===== src/pport_cfg.svh =====
// constants for the parallel printer port: addresses, status bit positions
// assumes inclusion by bare name from the port module and the bench
`ifndef PPORT_CFG_SVH
`define PPORT_CFG_SVH
`define PP_ADDR_W         24
`define PP_ADDR_DATA      24'hFE6000
`define PP_ADDR_STROBE    24'hFE6002
`define PP_ADDR_RESTART   24'hFE6004
`define PP_ADDR_ACKCLR    24'hFE6006
`define PP_ST_ACK         0
`define PP_ST_BUSY        1
`define PP_ST_PAPER       2
`define PP_ST_SELECT      3
`define PP_ST_FAULT       4
`define PP_ST_SERB        5
`define PP_ST_SERA        6
`define PP_ST_SPARE       7
`endif


===== src/pport_pkg.sv =====
// types shared by the parallel printer port
// assumes pport_cfg.svh defines the numeric constants
`default_nettype none
package pport_pkg;
   typedef enum logic [1:0] {ACC_NONE, ACC_READ, ACC_WRITE} access_t;
endpackage : pport_pkg
`default_nettype wire


===== src/parallel_printer_port.sv =====
// parallel printer output port: data latch, strobe, restart, status, ack request
// assumes a simple synchronous processor bus with one-cycle read/write strobes
// What this block does
// - eight-bit latch drives printer data lines
// - write sets, read clears strobe and restart
// - data-address read returns printer status bits
// - bits six, five show serial line indicators
// - jumpers pick ring or carrier detect
// - falling acknowledge sets request to timer chip
// - read of clear address drops request
// - power-on: strobe, restart inactive
// - reset: outputs inactive, latch kept
`timescale 1ns/1ps
`default_nettype none
`include "pport_cfg.svh"
module parallel_printer_port (
   input  wire logic                  MCLK,
   input  wire logic                  NRST,
   input  wire logic                  CE,
   input  wire logic [`PP_ADDR_W-1:0] ADDR,
   input  wire logic                  RD,
   input  wire logic                  WR,
   input  wire logic [7:0]            WDATA,
   output logic      [7:0]            RDATA,
   output logic      [7:0]            PRINTER_DATA,
   output logic                       STROBE_N,
   output logic                       RESTART_N,
   input  wire logic                  ACK_N,
   input  wire logic                  BUSY,
   input  wire logic                  PAPER_EMPTY,
   input  wire logic                  SELECTED,
   input  wire logic                  FAULT_N,
   input  wire logic                  SERIAL_A_RING,
   input  wire logic                  SERIAL_A_CARRIER,
   input  wire logic                  SERIAL_B_RING,
   input  wire logic                  SERIAL_B_CARRIER,
   input  wire logic                  JUMPER_A_CARRIER,
   input  wire logic                  JUMPER_B_CARRIER,
   output logic                       ACK_REQUEST_INPUT_BIT
);
   // ******************************************************************
   // input synchronisation
   // ******************************************************************
   localparam int NSYNC = 11;
   logic [NSYNC-1:0] raw_in;
   logic [NSYNC-1:0] sync_in;
   logic             ack_s;
   logic             ack_n_s;
   logic             busy_s;
   logic             paper_empty;
   logic             sel_s;
   logic             fault_n_s;
   logic             ra_s;
   logic             ca_s;
   logic             rb_s;
   logic             cb_s;
   logic             jsa_s;
   logic             jsb_s;

   // acknowledge enters inverted: flops reset to its idle level, no false edge
   assign raw_in = {~ACK_N, BUSY, PAPER_EMPTY, SELECTED, FAULT_N,
                    SERIAL_A_RING, SERIAL_A_CARRIER, SERIAL_B_RING, SERIAL_B_CARRIER,
                    JUMPER_A_CARRIER, JUMPER_B_CARRIER};

   pport_sync #(.W(NSYNC)) u_sync (
      .clk  (MCLK),
      .nrst (NRST),
      .ce   (CE),
      .d    (raw_in),
      .q    (sync_in)
   );

   assign {ack_s, busy_s, paper_empty, sel_s, fault_n_s,
           ra_s, ca_s, rb_s, cb_s, jsa_s, jsb_s} = sync_in;
   assign ack_n_s = ~ack_s;

   // ******************************************************************
   // jumper straps, registered from their synchronised pins
   // ******************************************************************
   logic jmp_a;
   logic jmp_b;
   logic next_jmp_a;
   logic next_jmp_b;

   // straps are static, so following them continuously costs nothing
   always_comb begin
      next_jmp_a = jsa_s;
      next_jmp_b = jsb_s;
   end

   always_ff @(posedge MCLK or negedge NRST) begin
      if (!NRST) begin
         jmp_a <= 1'b0;
         jmp_b <= 1'b0;
      end else if (CE) begin
         jmp_a <= next_jmp_a;
         jmp_b <= next_jmp_b;
      end
   end

   // ******************************************************************
   // address decode
   // ******************************************************************
   pport_pkg::access_t acc;
   logic hit_data;
   logic hit_strobe;
   logic hit_restart;
   logic hit_ackclr;

   always_comb begin
      if (WR) begin
         acc = pport_pkg::ACC_WRITE;
      end else if (RD) begin
         acc = pport_pkg::ACC_READ;
      end else begin
         acc = pport_pkg::ACC_NONE;
      end
      hit_data    = (ADDR == `PP_ADDR_DATA);
      hit_strobe  = (ADDR == `PP_ADDR_STROBE);
      hit_restart = (ADDR == `PP_ADDR_RESTART);
      hit_ackclr  = (ADDR == `PP_ADDR_ACKCLR);
   end

   // ******************************************************************
   // data latch (not reset by board reset)
   // ******************************************************************
   logic [7:0] latch;
   logic [7:0] next_latch;

   always_comb begin
      next_latch = latch;
      if (acc == pport_pkg::ACC_WRITE && hit_data) begin
         next_latch = WDATA;
      end
   end

   // latch keeps its value across reset; contents undefined at power-on
   always_ff @(posedge MCLK) begin
      if (CE) begin
         latch <= next_latch;
      end
   end

   assign PRINTER_DATA = latch;

   // ******************************************************************
   // handshake outputs
   // ******************************************************************
   logic strobe_on;
   logic restart_on;
   logic next_strobe_on;
   logic next_restart_on;

   always_comb begin
      next_strobe_on  = strobe_on;
      next_restart_on = restart_on;
      if (hit_strobe) begin
         unique case (acc)
            pport_pkg::ACC_WRITE: next_strobe_on = 1'b1;
            pport_pkg::ACC_READ:  next_strobe_on = 1'b0;
            pport_pkg::ACC_NONE:  next_strobe_on = strobe_on;
         endcase
      end
      if (hit_restart) begin
         unique case (acc)
            pport_pkg::ACC_WRITE: next_restart_on = 1'b1;
            pport_pkg::ACC_READ:  next_restart_on = 1'b0;
            pport_pkg::ACC_NONE:  next_restart_on = restart_on;
         endcase
      end
   end

   always_ff @(posedge MCLK or negedge NRST) begin
      if (!NRST) begin
         strobe_on  <= 1'b0;
         restart_on <= 1'b0;
      end else if (CE) begin
         strobe_on  <= next_strobe_on;
         restart_on <= next_restart_on;
      end
   end

   assign STROBE_N  = ~strobe_on;
   assign RESTART_N = ~restart_on;

   // ******************************************************************
   // acknowledge request
   // ******************************************************************
   logic ack_clear;
   assign ack_clear = CE && (acc == pport_pkg::ACC_READ) && hit_ackclr;

   pport_ackflag u_ack (
      .clk        (MCLK),
      .nrst       (NRST),
      .ce         (CE),
      .ack_n_sync (ack_n_s),
      .clear      (ack_clear),
      .pending    (ACK_REQUEST_INPUT_BIT)
   );

   // ******************************************************************
   // read data
   // ******************************************************************
   logic [7:0] status;
   logic [7:0] next_rdata;

   always_comb begin
      status                = 8'h00;
      status[`PP_ST_ACK]    = ack_n_s;
      status[`PP_ST_BUSY]   = busy_s;
      status[`PP_ST_PAPER]  = paper_empty;
      status[`PP_ST_SELECT] = sel_s;
      status[`PP_ST_FAULT]  = fault_n_s;
      status[`PP_ST_SERA]   = jmp_a ? ca_s : ra_s;
      status[`PP_ST_SERB]   = jmp_b ? cb_s : rb_s;
      status[`PP_ST_SPARE]  = 1'b0;
      next_rdata = RDATA;
      if (acc == pport_pkg::ACC_READ) begin
         next_rdata = hit_data ? status : 8'h00;
      end
   end

   always_ff @(posedge MCLK or negedge NRST) begin
      if (!NRST) begin
         RDATA <= 8'h00;
      end else if (CE) begin
         RDATA <= next_rdata;
      end
   end
endmodule : parallel_printer_port
`default_nettype wire


===== src/pport_sync.sv =====
// two flip-flop synchroniser, one generate entry per bit
// assumes asynchronous active-low reset and a clock enable
`timescale 1ns/1ps
`default_nettype none
module pport_sync #(
   parameter int W = 1
) (
   input  wire logic         clk,
   input  wire logic         nrst,
   input  wire logic         ce,
   input  wire logic [W-1:0] d,
   output logic      [W-1:0] q
);
   genvar i;
   generate
      for (i = 0; i < W; i++) begin : g_bit
         logic stage1;
         logic stage2;
         always_ff @(posedge clk or negedge nrst) begin
            if (!nrst) begin
               stage1 <= 1'b0;
               stage2 <= 1'b0;
            end else if (ce) begin
               stage1 <= d[i];
               stage2 <= stage1;
            end
         end
         assign q[i] = stage2;
      end
   endgenerate
endmodule : pport_sync
`default_nettype wire


===== src/pport_ackflag.sv =====
// acknowledge request flag: falling edge sets, clear pulse clears, set wins
// assumes ack input already synchronised to clk
`timescale 1ns/1ps
`default_nettype none
module pport_ackflag (
   input  wire logic clk,
   input  wire logic nrst,
   input  wire logic ce,
   input  wire logic ack_n_sync,
   input  wire logic clear,
   output logic      pending
);
   logic ack_prev;
   logic next_ack_prev;
   logic next_pending;
   logic fall;

   always_comb begin
      fall          = ack_prev & ~ack_n_sync;
      next_ack_prev = ack_n_sync;
      next_pending  = fall | (pending & ~clear);
   end

   always_ff @(posedge clk or negedge nrst) begin
      if (!nrst) begin
         ack_prev <= 1'b1;
         pending  <= 1'b0;
      end else if (ce) begin
         ack_prev <= next_ack_prev;
         pending  <= next_pending;
      end
   end
endmodule : pport_ackflag
`default_nettype wire


===== config.mk =====
export PLATFORM = sky130hd
export DESIGN_NAME = parallel_printer_port
export DESIGN_NICKNAME = d
export VERILOG_FILES = /design/src/pport_pkg.sv /design/src/parallel_printer_port.sv /design/src/pport_sync.sv /design/src/pport_ackflag.sv
export VERILOG_INCLUDE_DIRS = /design/src
export SDC_FILE = /design/constraint.sdc
export NUM_CORES = 1
export LEC_CHECK = 0
export ABC_AREA = 0
export BUFFER_PORTS_ARGS = -buffer_cell sky130_fd_sc_hd__buf_4
export CORE_UTILIZATION = 43
export CTS_BUF_LIST = sky130_fd_sc_hd__clkbuf_16
export CTS_CLUSTER_DIAMETER = 120
export DETAILED_ROUTE_END_ITERATION = 8
export PLACE_DENSITY = 0.75
export SLEW_MARGIN = 20
export SYNTH_ARGS = -nofsm -noshare
export SYNTH_HDL_FRONTEND = slang
export SYNTH_SLANG_ARGS = --single-unit

===== constraint.sdc =====
create_clock -name MCLK -period 0.8 [get_ports MCLK]
set_input_delay 0.16 -clock MCLK [delete_from_list [all_inputs] [get_ports MCLK]]
set_output_delay 0.16 -clock MCLK [all_outputs]
set_load 0.02 [all_outputs]

Word level (Yosys, flattened, before mapping)

Index checks and enable logic that the tools add are counted.

Add/sub/neg operators: 0
Multipliers: 0
Divide/modulo/power cells: 0
Order comparisons: 0
Eq/ne operators: 6
Shift operators: 0
Multiplexer cells: 6
Bitwise gates (word level): 9
Reductions and logical operators: 8

Operators by type and width:

| cell                                                             | count |
|---|---|
| 24-bit == test (second input constant)                           | 4 |
| 7-bit two-way mux                                                | 1 |
| 1-bit inverter                                                   | 6 |
| 3-bit AND reduction                                              | 2 |
| 2-bit AND reduction                                              | 2 |
| 1-bit logical AND                                                | 3 |
| 1-bit two-way mux                                                | 3 |
| 1-bit AND                                                        | 2 |
| 2-bit by 1-bit == test with 1-bit output (second input constant) | 1 |
| 2-bit == test (second input constant)                            | 1 |
| 2-bit zero test                                                  | 1 |
| 2-bit two-way mux                                                | 1 |
| 1-bit case mux with 2 select lines                               | 1 |
| 1-bit OR                                                         | 1 |

Register bits: 44
Latch bits: 0
Memory bits (writable): 0
Memory bits (read-only): 0
Input bits: 48
Output and inout port bits: 19
Word-level logic and storage cells: 59
Memories kept: 0

Depth between registers and ports, before layout

Depth in word-level cells: 8
Gate-level depth with buffers: 6

Cells and area by module

Synthesis repeated with hierarchy kept, for this count alone.

Cells, all modules: 139
Area, all modules: 1,890.6 µm²

Modules (own cells, without submodules):

| module                | times used | cells each | area an instance (µm²) | sequential area each (µm²) |
|---|---|---|---|---|
| parallel_printer_port | 1          | 76         | 903.4                  | 515.5 |
| pport_sync            | 1          | 57         | 903.4                  | 550.5 |
| pport_ackflag         | 1          | 6          | 83.8                   | 51.3 |

Worst setup path before layout

OpenSTA, ideal clock, no wires.

Kind: in2reg
Start point: input ADDR[0]
End point: register latch[0] (netlist: PRINTER_DATA[0]), enable pin
Library setup time: 0.370 ns
Arrival time: 1.468 ns
Required time: 0.430 ns
Slack: -1.038 ns
Stages: 5
Buffers on the path: 1
Cells stage by stage: nand4bb_1 > or3_1 > or2_1 > buf_6 > nor2_1

Word-level cells in the longest chain between the ends: 3

Ends and longest elaborated chain:

| what                          | RTL line                     | RTL |
|---|---|---|
| from (decl)                   | parallel_printer_port.sv:20  | `` input wire logic [`PP_ADDR_W-1:0] ADDR, `` |
| 24-bit == test (no line)      | --                           |  |
| 1-bit logical AND             | parallel_printer_port.sv:132 | `if (acc == pport_pkg::ACC_WRITE && hit_data) begin` |
| 2-bit AND reduction (no line) | --                           |  |
| to (signal assigned)          | parallel_printer_port.sv:140 | `latch <= next_latch;` |
| to (decl)                     | parallel_printer_port.sv:127 | `logic [7:0] latch;` |

Every way passes these cells.
A chain may end at the register's enable or synchronous reset.

Final worst setup path

Start point: input ADDR[16]
End point: register latch[6] (netlist: PRINTER_DATA[6]), enable pin

Same word-level chain as after synthesis.

==> impl_metrics.yaml <==
synth:
  yosysMostFrequentCell: "dfrtp_1"
  async_reset_ff_share_pct: 81.4
  synth_area_leader_cell: "dfrtp_1"
  synth_edf_count: 8
  ys_seq_elements: 43
  ys.flop_type: "dfrtp_1"
  yosysSeqAreaShare_pct: 64.6
  ys_types: 28
  yosys_warnings: 0
  syn-num-nets: 172
  syn_avg_cell_area_um2: 13.9
  syn_inst: 124
  synth.area.top_cells: "dfrtp_1 49%, mux2_2 15%, edfxtp_1 14%"
  synthTopCellsByCount: "34 x dfrtp_1, 23 x mux2_2, 14 x nand2_1"
  synth_area_um2: 1730
  synth_top_area_share_pct: 49.2
routing:
  vias: 1338
  drt_iter0_drc: 84
  avgRoutedWirePerCell_um: 16.4
  drtPass1Iterations: 4
  route.detailed.drc: 0
  wirelength_mm: 4.33
  routed_via_density: 5.07
  drt.antenna.violating_nets: 0
power:
  p_per_area_nw_per_um2: 1760
  totalPowerFinal_mw: 5.07
  leakage_nw: 1.31
  irDropWorstVdd_mv: 1.30
sta:
  hold_viol_final: 0
  period_share_pct: 167
  clock-skew-final_ns: 0.00314
  maxSlewViolCount: 0
  fmax_mhz: 750
  fin_tns_setup_ns: -11.59
  fin_crit_ns: 1.33
  setup_viol: 37
  fin_ws_ns: -0.533
  rsz0062_at_grt: "true"
setup_path:
  critPathMaxStageDelay_ns: 0.38
  worstPathCellList: "buf_6, nand4bb_4, or3_4, or2_4, nor2_4"
  reg2reg_depth: 2
  worstPathRequired_ns: 0.77
  critPathLaunchType: "primary input"
  reg2reg_from: "jmp_a"
  crit_arrival_ns: 1.30
  crit_type: "in2reg"
  endpoint_kind: "flop"
  crit_fanout: 8
  crit-reg2reg-capture: "RDATA[6]"
  critical_path.slowest_cell: "or3_4"
  r2r_slack_ns: -0.14
floorplan:
  initial_core_util_pct: 45.9
  core-area_um2: 3770
  die_h_um: 65.4
  io_pins: 67
  num_rows: 22
  fp.dieW_um: 65.4
  dieArea_um2: 4280
clock_network:
  clkLatencyLatePin_ns: 0.28
  cts_buffers: 5
  clockRootBuffer: "clkbuf_16"
  cts_max_path_buffers: 2
  cts_tree: "done"
  clock-sinks: 43
  htree_levels: 2
  path_clk_slew_ns: 0.06
grt:
  antenna_found_initial: 0
  use_met3_pct: 4.34
  grt_pass1_vias: 1471
  grt_pass1_wl_mm: 7.00
  grt_overflow_total: 0
  track_usage_pct: 22.6
  grtUsageMet2_pct: 40.5
  grt_most_used_layer: "met2"
  grtUsageMet1_pct: 26.6
  grt_max_degree: 36
layout:
  final_nets: 263
  antenna-diode-count: 0
  multi_input_area_um2: 747
  area_growth_pct: 66.6
  fillCellCount: 216
  seq_area_um2: 1120
  finalInstanceArea_um2: 2880
  drive_above_1_share_pct: 64.4
run_status:
  violations: "negative setup slack"
  status: "finished, violations left"
placement:
  dp_hpwl_mm: 2.82
  dpl_cell_area_um2: 2410
  portBuffers: 65
  place_congestion: 0.717
hold_path:
  hold_path_class: "in2reg"
  hold_depth: 2
  hp-start: "ACK_N"
  hold_end: "u_sync.g_bit[10].stage1"
run:
  drv_cap: 0
## how the worst max path moves through the flow
| stage | end | cells after the start | from | slack, ns |
|---|---|---|---|---|
| 3_5_place_dp | PRINTER_DATA[4] | 5 | ADDR[0] | -0.91 |
| 4_1_cts | PRINTER_DATA[2] | 5 | ADDR[16] | -0.58 |
| 3_3_place_gp | PRINTER_DATA[1] | 5 | ADDR[10] | -0.86 |
| 5_1_grt | PRINTER_DATA[6] | 5 | ADDR[16] | -0.60 |
| 6_report | PRINTER_DATA[6] | 5 | ADDR[16] | -0.53 |
| 2_1_floorplan | PRINTER_DATA[0] | 5 | ADDR[0] | -0.76 |
## metrics by stage
stage	hold slack, ns	cells	util [%]	worst slack [ns]
4_1_cts	0.0548	259	74.1	-0.582
6_report	0.0552	264	76.4	-0.533
3_5_place_dp	0.136	242	63.8	-0.913
3_3_place_gp	0.124	242	63.8	-0.856
5_1_grt	0.0518	264	76.4	-0.598
2_1_floorplan	-0.136	124	-	-0.764
## power breakdown
group	internal, mW	switching [mW]
logic	0.427	0.240
registers	2.41	0.112
clock network	1.13	0.756
## state kept, by name, summed over array words and instances (netlist names)
| register | flops |
|---|---|
| PRINTER_DATA | 8 |
| u_ack.ack_prev | 1 |
| jmp_a | 1 |
| jmp_b | 1 |
| u_sync.g_bit.stage1 | 11 |
| u_sync.g_bit.stage2 | 11 |
| RDATA | 7 |
| restart_on | 1 |
| strobe_on | 1 |
| u_ack.pending | 1 |
## metal layers
| metal | share of wire [%] | wire length, um | up-vias |
|---|---|---|---|
| met1 | 38 | 1650 | 651 |
| met4 | 2.2 | 95 | 0 |
| met5 | 0 | 0 | - |
| met3 | 4.7 | 205 | 11 |
| li1 | - | - | 624 |
| met2 | 55 | 2390 | 52 |
## placed cells by master, fill, tap and decap left out
cell and count:
inv_1 5, buf_6 22, o21ai_2 1, nor4_4 2, inv_2 2, mux2_4 11, nor2_1 1, dfstp_2 1
clkinv_2 1, mux2_2 12, o31ai_1 1, and4b_1 1, dlygate4sd3_1 1, nand3_1 2, nor4b_4 1, nand2_1 14
clkbuf_16 5, edfxtp_1 8, dfrtp_1 33, buf_4 64, o31ai_4 5, mux2i_1 4, nand4bb_4 1, conb_1 1
o21ai_1 3, nand4_1 2, o31ai_2 2, and4_1 1, buf_12 3, or2_4 1, nor2_4 1, dfrtp_2 1
or2_2 1, or3_4 2
## critical path: cells and delay by family
kind | cells | cell delay (ns)
AND/OR/NAND/NOR | 4 | 1.04
buffers and inverters | 1 | 0.09
## layout make-up
| class | count | share of cell area, % |
|---|---|---|
| flip-flops and latches | 43 | 38.8 |
| repair buffers | 90 | 27.7 |
| multi-input cells | 70 | 25.9 |
| clock buffers | 5 | 4.34 |
| well taps | 48 | 2.09 |
| inverters | 5 | 0.652 |
| clock inverters | 3 | 0.434 |
## what timing repair did
| item | CTS | global route |
|---|---|---|
| setup buffers | 8 | 5 |
| hold endpoints to repair | 34 | 0 |
| hold buffers | 1 | 0 |
| setup endpoints to repair | 37 | 39 |
| pin swaps | 9 | 6 |
| gates resized for setup | 34 | 13 |
## kinds of logic after synthesis
logic type / share of synthesized area [%]
buf+inv: 3.11
other cells: 0.217
mux: 17.3
flops: 64.6
compound gates: 5.50
simple gates: 9.26
Power figures use the tool's default switching activity.
